`src/hdl/adcc_defs.svh`:
```
// Constants for the converter control block
`ifndef ADCC_DEFS_SVH
`define ADCC_DEFS_SVH
`define ADCC_CTL_ADDR 8'he8
`define ADCC_CTL_RESET 8'h00
`define ADCC_BIT_POWER 3'h7
`define ADCC_BIT_BURST 3'h6
`define ADCC_BIT_DONE 3'h5
`define ADCC_BIT_BUSY 3'h4
`define ADCC_BIT_WIN 3'h3
`define ADCC_MODE_MSB 2
`define ADCC_MODE_LSB 0
`define ADCC_MODE_SW 3'h0
`define ADCC_MODE_T0A 3'h1
`define ADCC_MODE_T0B 3'h2
`define ADCC_MODE_T3 3'h3
`endif

```
`src/hdl/adcc_pkg.sv`:
```
// Types shared by the converter control block
package adcc_pkg;
  // Control and status register layout, bit 7 down to bit 0
  typedef struct packed {
    logic power;
    logic burst;
    logic done;
    logic busy;
    logic win;
    logic [2:0] mode;
  } adcc_ctl_type;

  // Events reported by the analog converter core
  typedef struct packed {
    logic conv_done;
    logic burst_done;
    logic window_hit;
  } adcc_core_evt_type;

  // Special function register access
  typedef struct packed {
    logic [7:0] addr;
    logic byte_wr;
    logic rd;
    logic [7:0] wdata;
    logic bit_wr;
    logic [2:0] bit_sel;
    logic bit_val;
  } adcc_sfr_req_type;

  typedef enum logic {ADCC_IDLE, ADCC_CONVERTING} adcc_state_type;
endpackage

```
`src/hdl/adcc_top.sv`:
```
// Converter control and status register with start-trigger selection
//
// Overview of operation
// - Power bit 7 gates converter active state
// - Bit 6 selects single or burst conversions
// - Bit 5 set on conversion finish in single mode, burst finish in burst mode
// - Done flag never cleared by hardware
// - Writing 1 to bit 4 starts, mode 000
// - Bit 3 set on window hit while powered, software clears
// - Timer 0 overflow starts, modes 001/010
// - Timer 3 overflow starts, mode 011
// - External pin rise starts when mode 1xx
`timescale 1ns/10ps
`include "adcc_defs.svh"
module adcc_top
  import adcc_pkg::*;
(
  // Clock and reset
  input wire logic ref_clk,
  input wire logic nrst,
  // Special function register port
  input wire adcc_sfr_req_type sfr_req,
  output logic [7:0] sfr_rdata_q,
  // Trigger sources
  input wire logic timer0_overflow,
  input wire logic timer3_overflow,
  input wire logic external_convert_start,
  // Converter core
  input wire adcc_core_evt_type core_evt,
  output logic converter_power_on,
  output logic burst_select,
  output logic conv_start_q,
  // Interrupt request flags
  output logic conversion_done_flag,
  output logic window_hit_flag
);
  adcc_ctl_type ctl_q;
  adcc_ctl_type ctl_d;
  adcc_ctl_type wr_val;
  adcc_state_type state_q;
  adcc_state_type state_d;
  logic [7:0] rdata_d;
  logic start_d;
  logic hit_sel;
  logic sw_busy_wr;
  logic trig;
  logic finish;
  logic ext_rise;

  // Merge a byte write or a single-bit write into the register image
  function automatic logic [7:0] apply_write(input logic [7:0] cur,
                                             input adcc_sfr_req_type r);
    logic [7:0] v;
    v = cur;
    if (r.byte_wr) begin
      v = r.wdata;
    end else if (r.bit_wr) begin
      v[r.bit_sel] = r.bit_val;
    end
    return v;
  endfunction

  // Pin crosses into the clock domain before edge detection
  adcc_sync u_ext_sync (
    .ref_clk(ref_clk),
    .nrst(nrst),
    .pin_in(external_convert_start),
    .level_q(),
    .rise_q(ext_rise)
  );

  // Register decode, trigger selection and sticky flags
  always_comb begin
    hit_sel = (sfr_req.addr == `ADCC_CTL_ADDR);
    wr_val = adcc_ctl_type'(apply_write(8'(ctl_q), sfr_req));
    sw_busy_wr = hit_sel && (sfr_req.byte_wr || sfr_req.bit_wr) &&
                 wr_val.busy;
    if (sfr_req.bit_wr && !sfr_req.byte_wr &&
        sfr_req.bit_sel != `ADCC_BIT_BUSY) begin
      sw_busy_wr = 1'b0; // Bit write elsewhere is no start
    end
    trig = 1'b0;
    if (ctl_q.mode[`ADCC_MODE_MSB]) begin
      trig = ext_rise;
    end else begin
      case (ctl_q.mode)
        `ADCC_MODE_SW: trig = sw_busy_wr;
        `ADCC_MODE_T0A, `ADCC_MODE_T0B: trig = timer0_overflow;
        `ADCC_MODE_T3: trig = timer3_overflow;
        default: trig = 1'b0;
      endcase
    end
    // Only an idle, powered converter accepts a start
    start_d = trig && ctl_q.power && (state_q == ADCC_IDLE);
    finish = (state_q == ADCC_CONVERTING) &&
             (ctl_q.burst ? core_evt.burst_done : core_evt.conv_done);
    state_d = state_q;
    if (start_d) begin
      state_d = ADCC_CONVERTING;
    end else if (finish || !ctl_q.power) begin
      state_d = ADCC_IDLE;
    end
    // Software owns power, burst, mode and may clear flags
    ctl_d = ctl_q;
    if (hit_sel && (sfr_req.byte_wr || sfr_req.bit_wr)) begin
      ctl_d.power = wr_val.power;
      ctl_d.burst = wr_val.burst;
      ctl_d.mode = wr_val.mode;
      ctl_d.done = wr_val.done;
      ctl_d.win = wr_val.win;
    end
    // Hardware sets win over a clear in the same cycle
    if (finish) begin
      ctl_d.done = 1'b1;
    end
    if (core_evt.window_hit && ctl_q.power) begin
      ctl_d.win = 1'b1;
    end
    ctl_d.busy = (state_d == ADCC_CONVERTING);
    rdata_d = 8'h00;
    if (hit_sel && sfr_req.rd) begin
      rdata_d = 8'(ctl_q);
    end
  end

  always_ff @(posedge ref_clk or negedge nrst) begin
    if (!nrst) begin
      ctl_q <= adcc_ctl_type'(`ADCC_CTL_RESET);
      state_q <= ADCC_IDLE;
      sfr_rdata_q <= 8'h00;
      conv_start_q <= 1'b0;
    end else begin
      ctl_q <= ctl_d;
      state_q <= state_d;
      sfr_rdata_q <= rdata_d;
      conv_start_q <= start_d;
    end
  end

  // Register-fed outputs toward the core and interrupt logic
  assign converter_power_on = ctl_q.power;
  assign burst_select = ctl_q.burst;
  assign conversion_done_flag = ctl_q.done;
  assign window_hit_flag = ctl_q.win;

  AST_START_NEEDS_POWER: assert property (@(posedge ref_clk)
    disable iff (!nrst) conv_start_q |-> $past(ctl_q.power))
    else $error("start issued while converter was off");

  AST_START_MARKS_BUSY: assert property (@(posedge ref_clk)
    disable iff (!nrst) conv_start_q |-> ctl_q.busy && !$past(ctl_q.busy))
    else $error("start did not raise busy from idle");

  AST_SINGLE_DONE: assert property (@(posedge ref_clk)
    disable iff (!nrst)
    (ctl_q.busy && !ctl_q.burst && core_evt.conv_done && ctl_q.power &&
     !trig) |=> ctl_q.done && !ctl_q.busy)
    else $error("single conversion finish missed");

  AST_BURST_DONE: assert property (@(posedge ref_clk)
    disable iff (!nrst)
    (ctl_q.busy && ctl_q.burst && core_evt.burst_done) |=> ctl_q.done)
    else $error("burst finish missed");

  AST_DONE_STICKY: assert property (@(posedge ref_clk)
    disable iff (!nrst)
    (ctl_q.done && !(hit_sel && (sfr_req.byte_wr || sfr_req.bit_wr)))
    |=> ctl_q.done)
    else $error("done flag cleared without software");

  AST_WINDOW_SET: assert property (@(posedge ref_clk)
    disable iff (!nrst)
    (core_evt.window_hit && ctl_q.power) |=> ctl_q.win)
    else $error("window hit not flagged");

  AST_SW_START: assert property (@(posedge ref_clk)
    disable iff (!nrst)
    (sw_busy_wr && ctl_q.mode == `ADCC_MODE_SW && ctl_q.power &&
     !ctl_q.busy) |=> conv_start_q)
    else $error("software start ignored");

  AST_SW_GATED: assert property (@(posedge ref_clk)
    disable iff (!nrst)
    (ctl_q.mode != `ADCC_MODE_SW && !timer0_overflow && !timer3_overflow &&
     !ext_rise) |=> !conv_start_q)
    else $error("start without selected trigger");

  AST_TIMER0: assert property (@(posedge ref_clk)
    disable iff (!nrst)
    (timer0_overflow && ctl_q.power && !ctl_q.busy &&
     (ctl_q.mode == `ADCC_MODE_T0A || ctl_q.mode == `ADCC_MODE_T0B))
    |=> conv_start_q)
    else $error("timer 0 overflow ignored");

  AST_TIMER3: assert property (@(posedge ref_clk)
    disable iff (!nrst)
    (timer3_overflow && ctl_q.power && !ctl_q.busy &&
     ctl_q.mode == `ADCC_MODE_T3) |=> conv_start_q)
    else $error("timer 3 overflow ignored");

  AST_EXT_PIN: assert property (@(posedge ref_clk)
    disable iff (!nrst)
    (ext_rise && ctl_q.power && !ctl_q.busy &&
     ctl_q.mode[`ADCC_MODE_MSB]) |=> conv_start_q)
    else $error("external rise ignored");

  AST_OFF_GOES_IDLE: assert property (@(posedge ref_clk)
    disable iff (!nrst)
    !ctl_q.power |=> !ctl_q.busy)
    else $error("busy held while converter off");

  AST_BURST_HOLDS: assert property (@(posedge ref_clk)
    disable iff (!nrst)
    (ctl_q.busy && ctl_q.burst && ctl_q.power && !core_evt.burst_done)
    |=> ctl_q.busy)
    else $error("burst ended without burst finish");

  AST_IDLE_NO_DONE: assert property (@(posedge ref_clk)
    disable iff (!nrst)
    (!ctl_q.busy && !ctl_q.done &&
     !(hit_sel && (sfr_req.byte_wr || sfr_req.bit_wr))) |=> !ctl_q.done)
    else $error("done flag set while idle");

  AST_WIN_STICKY: assert property (@(posedge ref_clk)
    disable iff (!nrst)
    (ctl_q.win && !(hit_sel && (sfr_req.byte_wr || sfr_req.bit_wr)))
    |=> ctl_q.win)
    else $error("window flag cleared without software");
endmodule

```
`src/hdl/adcc_sync.sv`:
```
// Three-stage pin synchroniser with agreement filter and rise detect
`timescale 1ns/10ps
module adcc_sync (
  // Clock and reset
  input wire logic ref_clk,
  input wire logic nrst,
  // Asynchronous pin
  input wire logic pin_in,
  // Filtered level and rising edge pulse
  output logic level_q,
  output logic rise_q
);
  logic [2:0] stage_q;
  logic [2:0] stage_d;
  logic level_d;
  logic rise_d;

  // Stage 0 feeds only stage 1; level moves only when 1 and 2 agree
  always_comb begin
    stage_d = {stage_q[1:0], pin_in};
    level_d = level_q;
    if (stage_q[1] == stage_q[2]) begin
      level_d = stage_q[2];
    end
    rise_d = level_d & ~level_q;
  end

  always_ff @(posedge ref_clk or negedge nrst) begin
    if (!nrst) begin
      stage_q <= 3'h0;
      level_q <= 1'b0;
      rise_q <= 1'b0;
    end else begin
      stage_q <= stage_d;
      level_q <= level_d;
      rise_q <= rise_d;
    end
  end
endmodule

```
`config.mk`:
```
export PLATFORM = sky130hd
export DESIGN_NAME = adcc_top
export DESIGN_NICKNAME = d
export VERILOG_FILES = /design/src/hdl/adcc_pkg.sv /design/src/hdl/adcc_top.sv /design/src/hdl/adcc_sync.sv
export VERILOG_INCLUDE_DIRS = /design/src /design/src/hdl
export SDC_FILE = /design/constraint.sdc
export NUM_CORES = 1
export LEC_CHECK = 0
export BUFFER_PORTS_ARGS = -buffer_cell sky130_fd_sc_hd__buf_4
export CORE_UTILIZATION = 40
export CTS_CLUSTER_SIZE = 20
export DETAILED_ROUTE_END_ITERATION = 10
export PLACE_DENSITY_LB_ADDON = 0.08
export SLEW_MARGIN = 25
export SYNTH_ARGS = -nofsm -noshare
export SYNTH_HDL_FRONTEND = slang
export SYNTH_SLANG_ARGS = --single-unit
```
`constraint.sdc`:
```
create_clock -name ref_clk -period 1.2 [get_ports ref_clk]
set_clock_uncertainty 0.1 [all_clocks]
set_input_delay 0.24 -clock ref_clk [delete_from_list [all_inputs] [get_ports ref_clk]]
set_output_delay 0.24 -clock ref_clk [all_outputs]
set_load 0.02 [all_outputs]
```
==> results.toml, run 1 <==
[drt]
wire_per_inst_um = 13.6
ant_nets = 0
drt_wl_total_um = 2600
first_pass_iters = 6
routed_via_density = 5.19
drt_iter0_markers = 14
drc_errors = 0
num_vias = 991

[critical_path]
worstPathMaxFanout = 7
critPathRequiredTime_ps = 1310
crit_end = "converter_power_on"
cpPeakStageDelay_ps = 530
path_buf_inv = 1
cp_top_family = "simple AND/OR/NAND/NOR gates"
reg2reg_from = "ctl_q[1]"
startpoint = "sfr_req[17]"
crit_type = "in -> reg"
cp-start-kind = "input pin"
reg2reg_to = "state_q"
path_cells = "buf_6 > or4b_4 > or3_4 > a21oi_2 > mux2_4"
slowest_stage = "or4b_4"
r2r_setup_slack_ps = -90
cp_data_arrival_time_ps = 1720
endpoint_kind = "register"
rr_worst_depth = 4
cp.depth = 5

[yosys]
yosysSeqAreaShare_pct = 53.7
synth_edf_count = 0
synthCells = 96
syn_nets = 127
yosys-top-cells-area = "dfrtp_1 (54%), and3_1 (4.9%), nand2_1 (4.8%)"
syn_avg_cell_area_um2 = 10.7
ys.flop_type = "dfrtp_1"
synth_area_um2 = 1020
synth-seq-cells = 22
synthDominantCellAreaShare_pct = 53.7
yosysWarnings = 0
async_reset_ff_share_pct = 100
ys_types = 27
yosysMostFrequentCell = "dfrtp_1"
yosys.area.top_type = "dfrtp_1"
synth_commonest_cells = "dfrtp_1 (22), nand2_1 (13), and3_1 (8), nor2_1 (7), nand3b_1 (6)"

[final_layout]
final_cell_area_um2 = 1690
multi_input_area_um2 = 475
nFillCells = 170
instances_no_fill = 191
nets = 195
seqCellArea_um2 = 551
diodes = 0
area_delta_synth_final_pct = 64.8
layout-drive-gt1-share_pct = 49.7

[pwr]
ir_drop_uv = 1250
cellLeakagePower_nw = 0.853
p_per_area_nw_per_um2 = 1050

[placement]
dp_hpwl_um = 1880
dp.cells = 178
placed_cell_area_um2 = 1470
place_congestion = 0.761
io_buffer_count = 43

[sta]
hold_viol_final = 0
setup_ws_ps = -406
worst_hold_slack_ps = 67.0
rsz0062_at_grt = "true"
tightestPinTransition_ps = 638
fin_crit_sh_pct = 134
final.min_clock_period_ps = 1610
max_freq_mhz = 623
slew_headroom_pct = 57.4
setup_viol = 20
drv_slew = 0

[clocking]
clkTransAtPathRegs_ps = 120
cts_tree = "built"
cts_max_level = 1
insertion_delay_ps = 320
cts_buffers = 3
clockRootBuffer = "clkbuf_4"
cts_num_sinks = 22
clk_path_buf_depth = 2

[global_routing]
busiest_layer = "met2"
grt_use_met3_pct = 6.09
antenna_found_initial = 0
grt_max_degree = 23
grt_pass1_wl_um = 4040
grtUsageTotal_pct = 20.8
grt-ovfl-total = 0
grt_pass1_vias = 882
grt_use_met1_pct = 26.4
use_met2_pct = 35.7

[floorplan]
io_pins = 44
die_h_um = 52.6
die_x_um = 52.6
fp-row-count = 17
core_um2 = 2320
dieArea_um2 = 2770
start_util_pct = 44.2

[outcome]
violations = "setup timing"
status = "finished with violations"

[worst_hold_path]
min_path_type = "in -> reg"

[job]
drv_cap = 0
==> report_power, final <==
part / total (mW) / leakage, nW / switching, mW / internal (mW)
registers: 0.812 / 0.284 / 0.0307 / 0.781
logic: 0.396 / 0.542 / 0.161 / 0.235
clock network: 0.568 / 0.0279 / 0.230 / 0.338
total: 1.78 / 0.853 / 0.421 / 1.35
==> through the flow <==
stage / power (mW) / setup TNS, ps / utilization (%) / setup WS, ps
detailed placement: 1.13 / -9980 / 63.4 / -880
finish: 1.78 / -3900 / 72.9 / -406
CTS: 1.77 / -3790 / 70.6 / -426
floorplan: 0.933 / -5730 / - / -665
global placement: 1.12 / -9590 / 63.4 / -851
global route: 1.86 / -4410 / 72.9 / -414
==> worst min path at each step <==
stage,depth (start not counted),end,from,slack [ps]
4_1_cts,3,window_hit_flag,core_evt[0],60
3_3_place_gp,1,sfr_rdata_q[7],nrst,40
5_1_grt,3,window_hit_flag,core_evt[0],60
3_5_place_dp,1,sfr_rdata_q[7],nrst,40
6_report,3,window_hit_flag,core_evt[0],70
2_1_floorplan,0,burst_select,nrst,-160
==> registers in the layout, summed over array words and instances, names as in the netlist <==
name and flops:
sfr_rdata_q 8, ctl_q 3, u_ext_sync.stage_q 3, burst_select 1, conv_start_q 1, conversion_done_flag 1, converter_power_on 1, state_q 1
u_ext_sync.level_q 1, u_ext_sync.rise_q 1, window_hit_flag 1
==> layout by cell type, fill, tap and decap left out <==
| cell type | instances |
|---|---|
| buf_6 | 16 |
| mux2i_1 | 3 |
| or4b_4 | 1 |
| mux2_4 | 3 |
| a31oi_1 | 1 |
| o41ai_1 | 1 |
| o21a_1 | 1 |
| nand4b_1 | 1 |
| nand3_1 | 1 |
| a22oi_1 | 1 |
| a21oi_1 | 1 |
| and3_1 | 8 |
| buf_4 | 48 |
| bufinv_16 | 1 |
| maj3_1 | 1 |
| o21ai_2 | 1 |
| a21oi_2 | 4 |
| or3_1 | 1 |
| clkbuf_4 | 3 |
| inv_1 | 4 |
| o22ai_1 | 1 |
| a21boi_0 | 2 |
| or3_4 | 1 |
| dfrtp_1 | 22 |
| dlygate4sd3_1 | 2 |
| nor2b_1 | 1 |
| o211ai_1 | 4 |
| mux2_2 | 2 |
| a21oi_4 | 1 |
| nor2_1 | 7 |
| nand3b_1 | 6 |
| nand2_1 | 13 |
==> layer usage <==
metal | up-vias | part of all wire (%)
met2 | 33 | 54
li1 | 474 | -
met5 | - | 0
met4 | 0 | 0.62
met1 | 482 | 41
met3 | 2 | 4.7
==> layout make-up <==
cell class,instances,area share (%)
clock inverters,1,1.78
multi-input cells,67,28.1
well taps,28,2.07
inverters,4,0.889
flip-flops and latches,22,32.6
clock buffers,3,1.33
repair buffers,66,33.2
==> logic make-up (layout without fill, tap and decap cells) <==
logic type                 count (synthesis)  count (layout)  synth area share (%)
buffers and inverters                      7              74                  3.30
adders and majority gates                  1               1                 0.977
and+or+nand+nor                           40              40                  20.8
muxes                                      8               8                  8.42
AOI/OAI and AO/OA                         18              18                  12.8
DFF                                       22              22                  53.7
==> worst min-delay path: cells and delay by family <==
kind | cells | cell delay (ps)
AO/OA/AOI/OAI | 1 | 80
AND/OR/NAND/NOR | 1 | 50
buffers and inverters | 1 | 80
==> what timing repair did <==
item | in CTS | in global routing
hold buffers | 2 | 0
pin swaps | 5 | 2
buffers inserted | 6 | 1
gates resized for setup | 13 | 12
setup endpoints to repair | 20 | 29
endpoints found under the hold margin | 23 | 0
No activity file was read; power rests on OpenSTA's default activity.
==> inputs of run 2 (changes only) <==
Settings changed: CORE_UTILIZATION 40 to 44, CTS_BUF_LIST set to sky130_fd_sc_hd__clkbuf_8.
==> results.toml, run 2 (synthesis results as in run 1) <==
[final_layout]
layout-drive-gt1-share_pct = 50.6
top_regs = "sfr_rdata_q x8, ctl_q x3, u_ext_sync.stage_q x3"
area_delta_synth_final_pct = 61.3
largest_reg_flops = 8
multi_input_area_um2 = 492
instances_no_fill = 186
top_register = "sfr_rdata_q"
nFillCells = 168
final_common_cell = "buf_4"
diodes = 0
final_cell_area_um2 = 1650
final_util_pct = 74.7
nets = 190
seqCellArea_um2 = 551
layout_common_cells = "buf_4 (52), dfrtp_1 (22), nand2_1 (13)"

[sta]
drv_slew = 0
fin_crit_sh_pct = 137
rsz0062_at_grt = "true"
hold_viol_final = 0
slew_headroom_pct = 53.6
final.min_clock_period_ps = 1650
max_freq_mhz = 606
setup_ws_ps = -449
worst_hold_slack_ps = 106
setup_viol = 19
tightestPinTransition_ps = 694

[floorplan]
die_x_um = 50.3
io_pins = 44
die_h_um = 50.3
start_util_pct = 46.3
core_um2 = 2210
dieArea_um2 = 2530
fp-row-count = 17

[clocking]
cts_num_sinks = 22
cts_tree = "built"
clkTransAtPathRegs_ps = 80
clk_path_buf_depth = 2
cts_max_level = 1
cts_buffers = 3
clockRootBuffer = "clkbuf_8"
insertion_delay_ps = 260

[placement]
placed_cell_area_um2 = 1450
io_buffer_count = 43
dp_hpwl_um = 1700
dp.cells = 176
place_congestion = 0.759

[drt]
drc_errors = 0
drt_iter0_markers = 10
first_pass_iters = 4
wire_per_inst_um = 13.0
ant_nets = 0
num_vias = 934
drt_wl_total_um = 2430
routed_via_density = 5.02

[outcome]
status = "finished with violations"
violations = "setup timing"

[pwr]
cellLeakagePower_nw = 0.825
p_total_mw = 1.84
pwr-share-seq_pct = 44.6
p_clk_share_pct = 37.3
power_frac_comb_pct = 18.0
p_sw_mw = 0.419
switching_share_pct = 22.8
p_per_area_nw_per_um2 = 1110
internal-power_mw = 1.42
ir_drop_uv = 757

[critical_path]
slowest_stage = "or4b_4"
crit_end = "burst_select"
crit_type = "in -> reg"
rr_worst_depth = 4
startpoint = "sfr_req[17]"
worstPathMaxFanout = 6
r2r_setup_slack_ps = -100
endpoint_kind = "register"
cpPeakStageDelay_ps = 530
critPathRequiredTime_ps = 1260
reg2reg_from = "ctl_q[1]"
cp_data_arrival_time_ps = 1710
reg2reg_to = "state_q"
path_cells = "buf_6 > or4b_4 > or3_4 > a21oi_2 > mux2_4"
cp-start-kind = "input pin"

[job]
drv_cap = 0

[global_routing]
grt_pass1_wl_um = 3860
grt-ovfl-total = 0
grt_max_degree = 23
antenna_found_initial = 0
grt_pass1_vias = 897
grtUsageTotal_pct = 20.4

[worst_hold_path]
min_path_type = "in -> reg"
## run 2: cell types whose count changed in the layout (fill, tap and decap cells not counted), sizes merged
cell and change:
buf -5
## run 2: critical path, delay by kind of cell
| kind | cells | cell delay [ps] |
|---|---|---|
| buffers and inverters | 1 | 90 |
| AND/OR/NAND/NOR | 2 | 930 |
| AO/OA/AOI/OAI | 1 | 140 |
| multiplexers | 1 | 310 |
## run 2: how the worst min path moves through the flow
stage / startpoint / to / slack (ps) / depth (start not counted)
after floorplan: nrst / burst_select / -160 / 0
after global placement: nrst / sfr_rdata_q[7] / 40 / 1
after detailed placement: nrst / conv_start_q / 40 / 1
after CTS: core_evt[0] / window_hit_flag / 110 / 3
after global routing: core_evt[0] / window_hit_flag / 120 / 3
final: core_evt[0] / window_hit_flag / 110 / 3
## run 2: layout make-up
type / instances / area share [%]
clock buffers: 3 / 2.50
clock inverters: 1 / 1.82
inverters: 4 / 0.908
multi-input cells: 67 / 29.8
flip-flops and latches: 22 / 33.3
well taps: 28 / 2.12
repair buffers: 61 / 29.6
## run 2: power by group through the flow
stage / clock [mW] / sequential (mW) / combinational, mW
2_1_floorplan: 0 / 0.848 / 0.0856
3_3_place_gp: 0 / 0.822 / 0.293
3_5_place_dp: 0 / 0.824 / 0.301
4_1_cts: 0.695 / 0.814 / 0.316
5_1_grt: 0.729 / 0.826 / 0.361
6_report: 0.686 / 0.820 / 0.331
## run 2: repair_timing
| action | in CTS | in global routing |
|---|---|---|
| buffers inserted | 3 | 2 |
| endpoints found under the hold margin | 23 | 0 |
| pin swaps | 3 | 2 |
| resized for setup | 11 | 9 |
| setup endpoints to repair | 20 | 20 |
| hold buffers | 2 | 0 |
## run 2: per-layer routing
metal | GRT usage [%] | part of all wire (%)
met5 | 0 | 0
met4 | 7.14 | 0.95
met3 | 3.33 | 4.2
met2 | 33.1 | 49
met1 | 27.4 | 46
## run 2: through the flow
| stage | setup slack, ps | setup TNS (ps) |
|---|---|---|
| floorplan | -665 | -5730 |
| global placement | -833 | -9440 |
| detailed placement | -851 | -9470 |
| CTS | -485 | -4010 |
| global route | -476 | -4930 |
| finish | -449 | -4400 |
